--- config.mk ---
export PLATFORM = sky130hd
export DESIGN_NAME = pmic_regbank
export DESIGN_NICKNAME = d
export VERILOG_FILES = /design/src/rtl/pmic_pkg.sv /design/src/rtl/pmic_wr_filter.sv /design/src/rtl/pmic_regbank.sv
export SDC_FILE = /design/constraint.sdc
export NUM_CORES = 1
export LEC_CHECK = 0
export ABC_CLOCK_PERIOD_IN_PS = 2800
export BUFFER_PORTS_ARGS = -buffer_cell sky130_fd_sc_hd__buf_2
export CORE_AREA = 2 2 195 101
export CTS_CLUSTER_SIZE = 25
export DETAILED_ROUTE_END_ITERATION = 10
export DIE_AREA = 0 0 197 103
export MAX_ROUTING_LAYER = met4
export PLACE_DENSITY = 0.8
export SYNTH_ARGS = -nofsm -noshare
export SYNTH_HDL_FRONTEND = slang
export SYNTH_SLANG_ARGS = --single-unit
export TNS_END_PERCENT = 1
--- constraint.sdc ---
create_clock -name ref_clk_in -period 2.8 [get_ports ref_clk_in]
set_clock_uncertainty 0.05 [all_clocks]
set_input_delay 0.28 -clock ref_clk_in [delete_from_list [all_inputs] [get_ports ref_clk_in]]
set_output_delay 0.28 -clock ref_clk_in [all_outputs]
set_load 0.01 [all_outputs]
--- src/rtl/pmic_pkg.sv ---
// Package for the power management register bank: offsets, field positions,
// reset values and the structs that carry configuration and status.
// Assumes one clock domain and an 8-bit register port from the serial engine.
`default_nettype none

package pmic_pkg;

    // ========================================================================
    // Sizes
    // ========================================================================
    localparam int unsigned NCH = 8;       // Regulator channels.
    localparam int unsigned NSS = 4;       // Channels 5..8 own a soft start select.
    localparam int unsigned SS_BASE = 4;   // Channel index of the first of them.
    localparam int unsigned CH7 = 6;       // Zero-based index of channel 7.
    localparam int unsigned CH8 = 7;       // Zero-based index of channel 8.

    // ========================================================================
    // Register offsets
    // ========================================================================
    localparam logic [7:0] OFS_SEQ = 8'h01;
    localparam logic [7:0] OFS_GRP = 8'h02;
    localparam logic [7:0] OFS_START = 8'h03;
    localparam logic [7:0] OFS_FAULT = 8'h18;
    localparam logic [7:0] OFS_BUS = 8'h19;
    localparam logic [7:0] OFS_TRIM3 = 8'h49;
    localparam logic [7:0] OFS_CH7EN = 8'h58;
    localparam logic [7:0] OFS_CH7LVL = 8'h59;
    localparam logic [7:0] OFS_SET [NCH] = '{8'h04, 8'h06, 8'h08, 8'h0A,
                                              8'h0C, 8'h0F, 8'h12, 8'h15};
    localparam logic [7:0] OFS_STAT [NCH] = '{8'h05, 8'h07, 8'h09, 8'h0B,
                                               8'h0E, 8'h11, 8'h14, 8'h17};
    localparam logic [7:0] OFS_SS [NSS] = '{8'h0D, 8'h10, 8'h13, 8'h16};

    // ========================================================================
    // Field positions
    // ========================================================================
    localparam int B_SEQ_LO = 0;
    localparam int B_SEQ_HI = 1;
    localparam int B_DLY_LO = 2;
    localparam int B_DLY_HI = 3;
    localparam int B_GRP_LO = 0;
    localparam int B_GRP_HI = 3;
    localparam int B_SOFTOFF = 4;
    localparam int B_SSL_LO = 0;
    localparam int B_SSL_HI = 1;
    localparam int B_COLD = 3;
    localparam int B_HOFF = 4;
    localparam int B_RESP = 0;
    localparam int B_TGT_LO = 1;
    localparam int B_TGT_HI = 4;
    localparam int B_DONE = 0;
    localparam int B_FLT_LO = 1;
    localparam int B_FLT_HI = 5;
    localparam int B_SS_LO = 0;
    localparam int B_SS_HI = 1;
    localparam int B_FREQ_LO = 2;
    localparam int B_FREQ_HI = 3;
    localparam int B_MODE_LO = 2;
    localparam int B_MODE_HI = 3;
    localparam int B_LED_LO = 4;
    localparam int B_LED_HI = 6;
    localparam int B_ACC = 0;
    localparam int B_DIS = 4;
    localparam int B_EN_LO = 6;
    localparam int B_EN_HI = 7;

    // Channel 7 has only undervoltage and overvoltage detectors.
    localparam logic [4:0] FLT_MASK_CH7 = 5'h03;
    localparam logic [7:0] BYTE_ZERO = 8'h00;
    // Cycles after reset release before the pin value is trusted (sync depth).
    localparam logic [1:0] CAP_WAIT = 2'h2;

    // ========================================================================
    // Types
    // ========================================================================
    // Fault vector per channel: {thermal, short, current limit, under, over}.
    typedef struct packed {
        logic [1:0] pin_softstart_latch;
        logic [NCH-1:0] scaling_done_flag;
        logic [NCH-1:0][4:0] fault;
    } pmic_stat_t;

    typedef struct packed {
        logic [1:0] group_sequence_select;
        logic [1:0] hard_off_delay_select;
        logic [3:0] group_power_bits;
        logic global_soft_off;
        logic [1:0] pin_softstart_latch;
        logic cold_boot_flag;
        logic hard_off_flag;
        logic [NCH-1:0] voltage_fault_response;
        logic [NCH-1:0][3:0] scaling_target;
        logic [NSS-1:0][1:0] channel_softstart_select;
        logic [1:0] upper_channel_frequency;
        logic [1:0] ch8_regulation_select;
        logic [2:0] led_current_step;
        logic accurate_mode;
        logic [7:0] ch3_trim_bits;
        logic ch7_discharge_bit;
        logic ch7_first_enable;
        logic ch7_second_enable;
        logic [7:0] ch7_level_bits;
    } pmic_cfg_t;

    typedef struct packed {
        pmic_cfg_t cfg;
        pmic_stat_t s1;
        pmic_stat_t s2;
        logic [1:0] cap_cnt;
        logic captured;
        logic [7:0] rdata;
        logic rvalid;
    } pmic_core_t;

    typedef struct packed {
        logic pend;
        logic [7:0] paddr;
        logic [7:0] pdata;
        logic commit;
        logic [7:0] caddr;
        logic [7:0] cdata;
    } pmic_filt_t;

    localparam pmic_cfg_t CFG_RST = '0;
    localparam pmic_stat_t STAT_RST = '0;
    localparam pmic_filt_t FILT_RST = '0;

endpackage : pmic_pkg

`default_nettype wire

--- src/rtl/pmic_wr_filter.sv ---
// Write filter between the serial engine and the register bank.
// Assumes writes arrive as one-cycle strobes on the bank clock.
`default_nettype none

module pmic_wr_filter
    import pmic_pkg::*;
(
    // Clock and reset.
    input wire logic ref_clk_in,
    input wire logic reset_in,
    // Mode and incoming write.
    input wire logic accurate_in,
    input wire logic wr_in,
    input wire logic [7:0] addr_in,
    input wire logic [7:0] data_in,
    // Accepted write.
    output logic commit_out,
    output logic [7:0] addr_out,
    output logic [7:0] data_out
);

    // ========================================================================
    // Duplicate check
    // ========================================================================
    pmic_filt_t st_r;
    pmic_filt_t st_nxt;

    // In accurate mode a write takes effect only when its twin matches; a
    // mismatching copy becomes the new first copy, so one corrupted byte
    // costs one command rather than wedging the filter.
    always_comb begin
        st_nxt = st_r;
        st_nxt.commit = 1'b0;
        if (wr_in) begin
            if (!accurate_in) begin
                st_nxt.commit = 1'b1;
                st_nxt.caddr = addr_in;
                st_nxt.cdata = data_in;
                st_nxt.pend = 1'b0;
            end else if (st_r.pend && st_r.paddr == addr_in && st_r.pdata == data_in) begin
                st_nxt.commit = 1'b1;
                st_nxt.caddr = addr_in;
                st_nxt.cdata = data_in;
                st_nxt.pend = 1'b0;
            end else begin
                st_nxt.pend = 1'b1;
                st_nxt.paddr = addr_in;
                st_nxt.pdata = data_in;
            end
        end
    end

    // State register.
    always_ff @(posedge ref_clk_in) begin
        if (reset_in) begin
            st_r <= FILT_RST;
        end else begin
            st_r <= st_nxt;
        end
    end

    assign commit_out = st_r.commit;
    assign addr_out = st_r.caddr;
    assign data_out = st_r.cdata;
endmodule // pmic_wr_filter

`default_nettype wire

--- src/rtl/pmic_regbank.sv ---
// Register bank of the multi-channel regulator controller.
// Assumes the serial engine hands over byte writes and reads as one-cycle
// strobes on ref_clk_in; detector status and the soft start pin are async.
`default_nettype none

module pmic_regbank
    import pmic_pkg::*;
(
    // Clock and reset.
    input wire logic ref_clk_in,
    input wire logic reset_in,
    // Register port from the serial engine.
    input wire logic reg_wr_in,
    input wire logic reg_rd_in,
    input wire logic [7:0] reg_addr_in,
    input wire logic [7:0] reg_wdata_in,
    output logic [7:0] reg_rdata_out,
    output logic reg_rvalid_out,
    // Detector status, soft start pin and startup events.
    input wire pmic_stat_t stat_in,
    input wire logic cold_boot_evt_in,
    input wire logic hard_off_evt_in,
    // Configuration towards the regulators.
    output pmic_cfg_t cfg_out
);

    // ========================================================================
    // Write filter
    // ========================================================================
    logic wr_commit;
    logic [7:0] wr_addr;
    logic [7:0] wr_data;
    pmic_core_t st_r;
    pmic_core_t st_nxt;

    pmic_wr_filter u_filter (
        .ref_clk_in(ref_clk_in),
        .reset_in(reset_in),
        .accurate_in(st_r.cfg.accurate_mode),
        .wr_in(reg_wr_in),
        .addr_in(reg_addr_in),
        .data_in(reg_wdata_in),
        .commit_out(wr_commit),
        .addr_out(wr_addr),
        .data_out(wr_data)
    );

    // ========================================================================
    // Fault summary
    // ========================================================================
    logic [NCH-1:0] fault_any;
    logic [NCH-1:0][4:0] fault_vis;

    // Channel 7 has no thermal, short or limit detector, so those inputs are
    // masked here rather than trusting the analog side to tie them low.
    always_comb begin
        for (int i = 0; i < NCH; i++) begin
            fault_vis[i] = stat_in_sync(i);
            fault_any[i] = |fault_vis[i];
        end
    end

    function automatic logic [4:0] stat_in_sync(input int ch);
        logic [4:0] v;
        v = st_r.s2.fault[ch];
        if (ch == CH7) begin
            v = v & FLT_MASK_CH7;
        end
        return v;
    endfunction

    // ========================================================================
    // Read multiplexer
    // ========================================================================
    logic [7:0] rd_byte;

    // Every bit not assigned below stays zero, so reserved bits and unmapped
    // addresses read as zero without a separate decode.
    always_comb begin
        rd_byte = BYTE_ZERO;
        case (reg_addr_in)
            OFS_SEQ: begin
                rd_byte[B_SEQ_HI:B_SEQ_LO] = st_r.cfg.group_sequence_select;
                rd_byte[B_DLY_HI:B_DLY_LO] = st_r.cfg.hard_off_delay_select;
            end
            OFS_GRP: begin
                rd_byte[B_GRP_HI:B_GRP_LO] = st_r.cfg.group_power_bits;
                rd_byte[B_SOFTOFF] = st_r.cfg.global_soft_off;
            end
            OFS_START: begin
                rd_byte[B_SSL_HI:B_SSL_LO] = st_r.cfg.pin_softstart_latch;
                rd_byte[B_COLD] = st_r.cfg.cold_boot_flag;
                rd_byte[B_HOFF] = st_r.cfg.hard_off_flag;
            end
            OFS_FAULT: begin
                rd_byte = fault_any;
            end
            OFS_BUS: begin
                rd_byte[B_ACC] = st_r.cfg.accurate_mode;
            end
            OFS_TRIM3: begin
                rd_byte = st_r.cfg.ch3_trim_bits;
            end
            OFS_CH7EN: begin
                rd_byte[B_DIS] = st_r.cfg.ch7_discharge_bit;
                rd_byte[B_EN_LO] = st_r.cfg.ch7_first_enable;
                rd_byte[B_EN_HI] = st_r.cfg.ch7_second_enable;
            end
            OFS_CH7LVL: begin
                rd_byte = st_r.cfg.ch7_level_bits;
            end
            default: begin
            end
        endcase
        for (int i = 0; i < NCH; i++) begin
            if (reg_addr_in == OFS_SET[i]) begin
                rd_byte[B_RESP] = st_r.cfg.voltage_fault_response[i];
                rd_byte[B_TGT_HI:B_TGT_LO] = st_r.cfg.scaling_target[i];
            end
            if (reg_addr_in == OFS_STAT[i]) begin
                rd_byte[B_DONE] = st_r.s2.scaling_done_flag[i];
                rd_byte[B_FLT_HI:B_FLT_LO] = fault_vis[i];
            end
        end
        for (int j = 0; j < NSS; j++) begin
            if (reg_addr_in == OFS_SS[j]) begin
                rd_byte[B_SS_HI:B_SS_LO] = st_r.cfg.channel_softstart_select[j];
                if (j + SS_BASE == CH7) begin
                    rd_byte[B_FREQ_HI:B_FREQ_LO] = st_r.cfg.upper_channel_frequency;
                end
                if (j + SS_BASE == CH8) begin
                    rd_byte[B_MODE_HI:B_MODE_LO] = st_r.cfg.ch8_regulation_select;
                    rd_byte[B_LED_HI:B_LED_LO] = st_r.cfg.led_current_step;
                end
            end
        end
    end

    // ========================================================================
    // Next state
    // ========================================================================
    // Writes only touch the fields named for each address; read-only status
    // never enters the write path. Hardware events are ORed in after the
    // write so that an event landing on a clearing write is kept.
    always_comb begin
        st_nxt = st_r;
        st_nxt.s1 = stat_in;
        st_nxt.s2 = st_r.s1;
        st_nxt.rvalid = reg_rd_in;
        if (reg_rd_in) begin
            st_nxt.rdata = rd_byte;
        end
        if (wr_commit) begin
            case (wr_addr)
                OFS_SEQ: begin
                    st_nxt.cfg.group_sequence_select = wr_data[B_SEQ_HI:B_SEQ_LO];
                    st_nxt.cfg.hard_off_delay_select = wr_data[B_DLY_HI:B_DLY_LO];
                end
                OFS_GRP: begin
                    st_nxt.cfg.group_power_bits = wr_data[B_GRP_HI:B_GRP_LO];
                    st_nxt.cfg.global_soft_off = wr_data[B_SOFTOFF];
                end
                OFS_START: begin
                    st_nxt.cfg.cold_boot_flag = wr_data[B_COLD];
                    st_nxt.cfg.hard_off_flag = wr_data[B_HOFF];
                end
                OFS_BUS: begin
                    st_nxt.cfg.accurate_mode = wr_data[B_ACC];
                end
                OFS_TRIM3: begin
                    st_nxt.cfg.ch3_trim_bits = wr_data;
                end
                OFS_CH7EN: begin
                    st_nxt.cfg.ch7_discharge_bit = wr_data[B_DIS];
                    st_nxt.cfg.ch7_first_enable = wr_data[B_EN_LO];
                    st_nxt.cfg.ch7_second_enable = wr_data[B_EN_HI];
                end
                OFS_CH7LVL: begin
                    st_nxt.cfg.ch7_level_bits = wr_data;
                end
                default: begin
                end
            endcase
            for (int i = 0; i < NCH; i++) begin
                if (wr_addr == OFS_SET[i]) begin
                    st_nxt.cfg.voltage_fault_response[i] = wr_data[B_RESP];
                    st_nxt.cfg.scaling_target[i] = wr_data[B_TGT_HI:B_TGT_LO];
                end
            end
            for (int j = 0; j < NSS; j++) begin
                if (wr_addr == OFS_SS[j]) begin
                    st_nxt.cfg.channel_softstart_select[j] = wr_data[B_SS_HI:B_SS_LO];
                    if (j + SS_BASE == CH7) begin
                        st_nxt.cfg.upper_channel_frequency =
                            wr_data[B_FREQ_HI:B_FREQ_LO];
                    end
                    if (j + SS_BASE == CH8) begin
                        st_nxt.cfg.ch8_regulation_select =
                            wr_data[B_MODE_HI:B_MODE_LO];
                        st_nxt.cfg.led_current_step = wr_data[B_LED_HI:B_LED_LO];
                    end
                end
            end
        end
        if (cold_boot_evt_in) begin
            st_nxt.cfg.cold_boot_flag = 1'b1;
        end
        if (hard_off_evt_in) begin
            st_nxt.cfg.hard_off_flag = 1'b1;
        end
        // The pin is caught once, after the synchroniser has filled, and
        // also seeds the per-channel soft start selects of channels 5..8.
        if (!st_r.captured) begin
            if (st_r.cap_cnt == CAP_WAIT) begin
                st_nxt.captured = 1'b1;
                st_nxt.cfg.pin_softstart_latch = st_r.s2.pin_softstart_latch;
                for (int j = 0; j < NSS; j++) begin
                    st_nxt.cfg.channel_softstart_select[j] = st_r.s2.pin_softstart_latch;
                end
            end else begin
                st_nxt.cap_cnt = st_r.cap_cnt + 2'h1;
            end
        end
    end

    // State register; reset loads constants only.
    always_ff @(posedge ref_clk_in) begin
        if (reset_in) begin
            st_r <= '{cfg: CFG_RST, s1: STAT_RST, s2: STAT_RST, cap_cnt: 2'h0,
                      captured: 1'b0, rdata: BYTE_ZERO, rvalid: 1'b0};
        end else begin
            st_r <= st_nxt;
        end
    end

    assign reg_rdata_out = st_r.rdata;
    assign reg_rvalid_out = st_r.rvalid;
    assign cfg_out = st_r.cfg;
endmodule // pmic_regbank

`default_nettype wire

==> flow_metrics.env <==
export IMPL_netlist_area_um2=10500
export IMPL_slowest_stage="nor3_2"
export IMPL_async_reset_ff_frac=0
export IMPL_critPathTopFamily="simple AND/OR/NAND/NOR gates"
export IMPL_core_um2=18800
export IMPL_wl_um=34200
export IMPL_drt_iter0_markers=891
export IMPL_post_cts_repair_setup_buffers=0
export IMPL_p_leak_uw=0.00542
export IMPL_area_growth_syn_to_layout_pct=17.0
export IMPL_syn_instance_count=1166
export IMPL_final_cells=1546
export IMPL_antenna_found_initial=0
export IMPL_cts_buffers=19
export IMPL_drcViolationCount=0
export IMPL_grt_overflow_total=0
export IMPL_die_area_um2=20300
export IMPL_rows=36
export IMPL_clk_latency_ns=0.51
export IMPL_cpPeakStageDelay_ns=0.63
export IMPL_critPathLaunchType="flip-flop"
export IMPL_wl_per_cell_um=22.1
export IMPL_period_minus_slack_ns=2.42
export IMPL_grt_setup_unrepaired="no"
export IMPL_dp_cells=1462
export IMPL_cts_tree="done"
export IMPL_synth_edff_count=0
export IMPL_final_core_utilization=0.650
export IMPL_htree_levels=1
export IMPL_n_antenna_cell=0
export IMPL_rr_worst_depth=5
export IMPL_timing_final_ws_setup_ns=0.381
export IMPL_cp_max_fo=7
export IMPL_die_w_um=197
export IMPL_syn_area_per_cell_um2=8.97
export IMPL_fin_crit_sh=0.864
export IMPL_path_cells="nor4_1 -> nand4_1 -> nor3_2 -> mux2i_1 -> nor2_1"
export IMPL_grt_usage=0.344
export IMPL_fmax_mhz=413
export IMPL_die_y_um=103
export IMPL_seq_area_frac_synth=0.436
export IMPL_crit_path_end_kind="flip-flop"
export IMPL_worstHoldPathCells=3
export IMPL_path_clk_slew_ns=0.07
export IMPL_outcome="finished clean"
export IMPL_worst_pin_slew_ns=1.13
export IMPL_crit_cells=5
export IMPL_fin_total_pwr_uw=7230
export IMPL_tns_ns=0
export IMPL_fillCellCount=1583
export IMPL_place_ws_ns=0.193
export IMPL_crit_required_ns=3.12
export IMPL_dr_pass1_iters=5
export IMPL_grt_max_degree=125
export IMPL_critPathBufInv=0
export IMPL_cts_root_buf="clkbuf_16"
export IMPL_gp_congestion=0.991
export IMPL_p_per_area_nw_per_um2=591
export IMPL_hpwl_um=24600
export IMPL_start_util=0.556
export IMPL_hold_viol_final=0
export IMPL_ys_ff_latch=228
export IMPL_maxSlewHeadroom=0.245
export IMPL_slew_viol_final=0
export IMPL_layout_drive_gt1_share=0.208
export IMPL_final_nets=1360
export IMPL_postRouteAntennaNets=0
export IMPL_ys_flop_type="dfxtp_1"
export IMPL_io_buffers=165
export IMPL_yosysWarnings=0
export IMPL_boundaryPins=169
export IMPL_clockBufferDepth=3
export IMPL_setup_viol=0
export IMPL_worstSetupPathType="reg2reg"
export IMPL_vias_per_cell=5.84
export IMPL_grt_pass1_vias=8415
export IMPL_via_count=9027
export IMPL_synth_cell_types=72
export IMPL_ir_drop_v=0.000443
export IMPL_cts_sinks=228
export IMPL_hold_class="in2reg"
export IMPL_drv_cap=0
export IMPL_syn_nets=1239
export IMPL_grt_pass1_wl_um=50600
export IMPL_arrival_ns=2.74
export IMPL_cts_resized=0
[path summary, 6_finish.rpt]
path / end / slack, ns / start
worst max-delay path: cfg_out[54]$_SDFFE_PP0P_ / 0.38 / u_filter.addr_out[4]$_SDFFE_PP0P_
worst min-delay path: u_filter.st_r[19]$_SDFFE_PP0P_ / 0.01 / reg_wdata_in[2]
worst max register to register: cfg_out[54]$_SDFFE_PP0P_ / 0.38 / u_filter.addr_out[4]$_SDFFE_PP0P_
worst min register to register: st_r[57]$_SDFF_PP0_ / 0.39 / st_nxt[57]$_SDFF_PP0_
[layout by cell type, fill, tap and decap left out, types with 4 or more instances in the layout]
cell type	count
dfxtp_1	228
buf_2	164
nor2_1	119
nor2b_1	107
mux2i_1	94
nand2_1	59
buf_4	58
a21oi_1	51
dlygate4sd3_1	51
nand3_1	42
nand2b_1	27
o21ai_0	24
nand4b_1	20
clkbuf_16	19
nor3_1	17
xor2_1	15
o21ai_1	14
o211ai_1	10
inv_1	9
nand4_1	9
or4_1	8
nor4_1	8
a211oi_1	7
a31oi_1	7
o22ai_1	7
nand3b_1	6
a221oi_1	5
and3_1	5
o31ai_1	5
bufinv_16	5
o221ai_1	4
o2bb2ai_1	4
a22o_1	4
[logic make-up (layout without fill, tap and decap cells)]
kind of cell | after synthesis | after routing | share of synthesized area
muxes | 96 | 96 | 0.0921
adders and majority gates | 1 | 1 | 0.00120
and+or+nand+nor | 452 | 452 | 0.234
xor gates and xnor gates | 17 | 17 | 0.0142
DFF | 228 | 228 | 0.436
AOI/OAI and AO/OA | 186 | 186 | 0.119
buffers and inverters | 186 | 319 | 0.103
[worst register-to-register path: stages, from the launching register on]
cell and delay, ns:
dfxtp_1 0.38, nor4_1 0.54, nand4_1 0.33, nor3_2 0.63, mux2i_1 0.29, nor2_1 0.06
[cells in the mapped netlist (5+ instances only)]
cell,n,area share
a211oi_1,7,0.0050
a21oi_1,51,0.024
a221oi_1,5,0.0042
a31oi_1,7,0.0042
and3_1,5,0.0030
buf_2,15,0.0072
buf_4,96,0.069
clkbuf_1,62,0.022
dfxtp_1,228,0.44
inv_1,9,0.0032
mux2i_1,94,0.090
nand2_1,59,0.021
nand2b_1,27,0.016
nand3_1,42,0.020
nand3b_1,6,0.0043
nand4_1,9,0.0054
nand4b_1,20,0.017
nor2_1,119,0.043
nor2b_1,107,0.064
nor3_1,17,0.0081
nor4_1,9,0.0054
o211ai_1,10,0.0072
o21ai_0,24,0.011
o21ai_1,14,0.0067
o22ai_1,7,0.0042
o31ai_1,5,0.0036
or4_1,8,0.0057
xor2_1,15,0.013
[layout make-up]
type                            instances  area (µm²)  share of cell area
Clock buffer                           23         500              0.0409
Clock inverter                         10         186              0.0152
Inverter                               10        37.5             0.00307
Multi-Input combinational cell        752        4820               0.394
Sequential cell                       228        4560               0.373
Tap cell                              247         309              0.0252
Timing Repair Buffer                  276        1820               0.149
[routing by layer]
metal  routed length, µm  track usage  up-vias
met5                   0            -        -
met4                 786       0.0827        0
met3                4440        0.123       67
met2               13300        0.467      502
met1               15700        0.481     4254
li1                    -            -     4204
[through the flow]
step           area, µm²  hold slack [ns]
3_5_place_dp       11000            0.373
6_report           12200           0.0103
4_1_cts            12200          0.00184
2_1_floorplan      10500            0.358
3_3_place_gp       11000            0.368
5_1_grt            12200           0.0245
[sequential cells by signal, summed over array words and instances, names as in the netlist]
name                 flops
cfg_out                 88
fault_vis               37
reg_rdata_out            8
reg_rvalid_out           1
st_nxt                  47
st_r                    13
u_filter.addr_out        8
u_filter.commit_out      1
u_filter.data_out        8
u_filter.st_r           17
[power breakdown]
group | switching (µW) | total, µW | leakage, µW | internal, µW
Sequential | 150 | 3530 | 0.00186 | 3380
Clock | 1220 | 2970 | 0.000337 | 1750
Combinational | 415 | 727 | 0.00322 | 313
[timing repair]
item                                    in CTS  in global routing
hold buffers                                51                  0
endpoints found under the setup margin       0                  0
hold endpoints to repair                    51                  0
(Power assumes the default switching activity.)
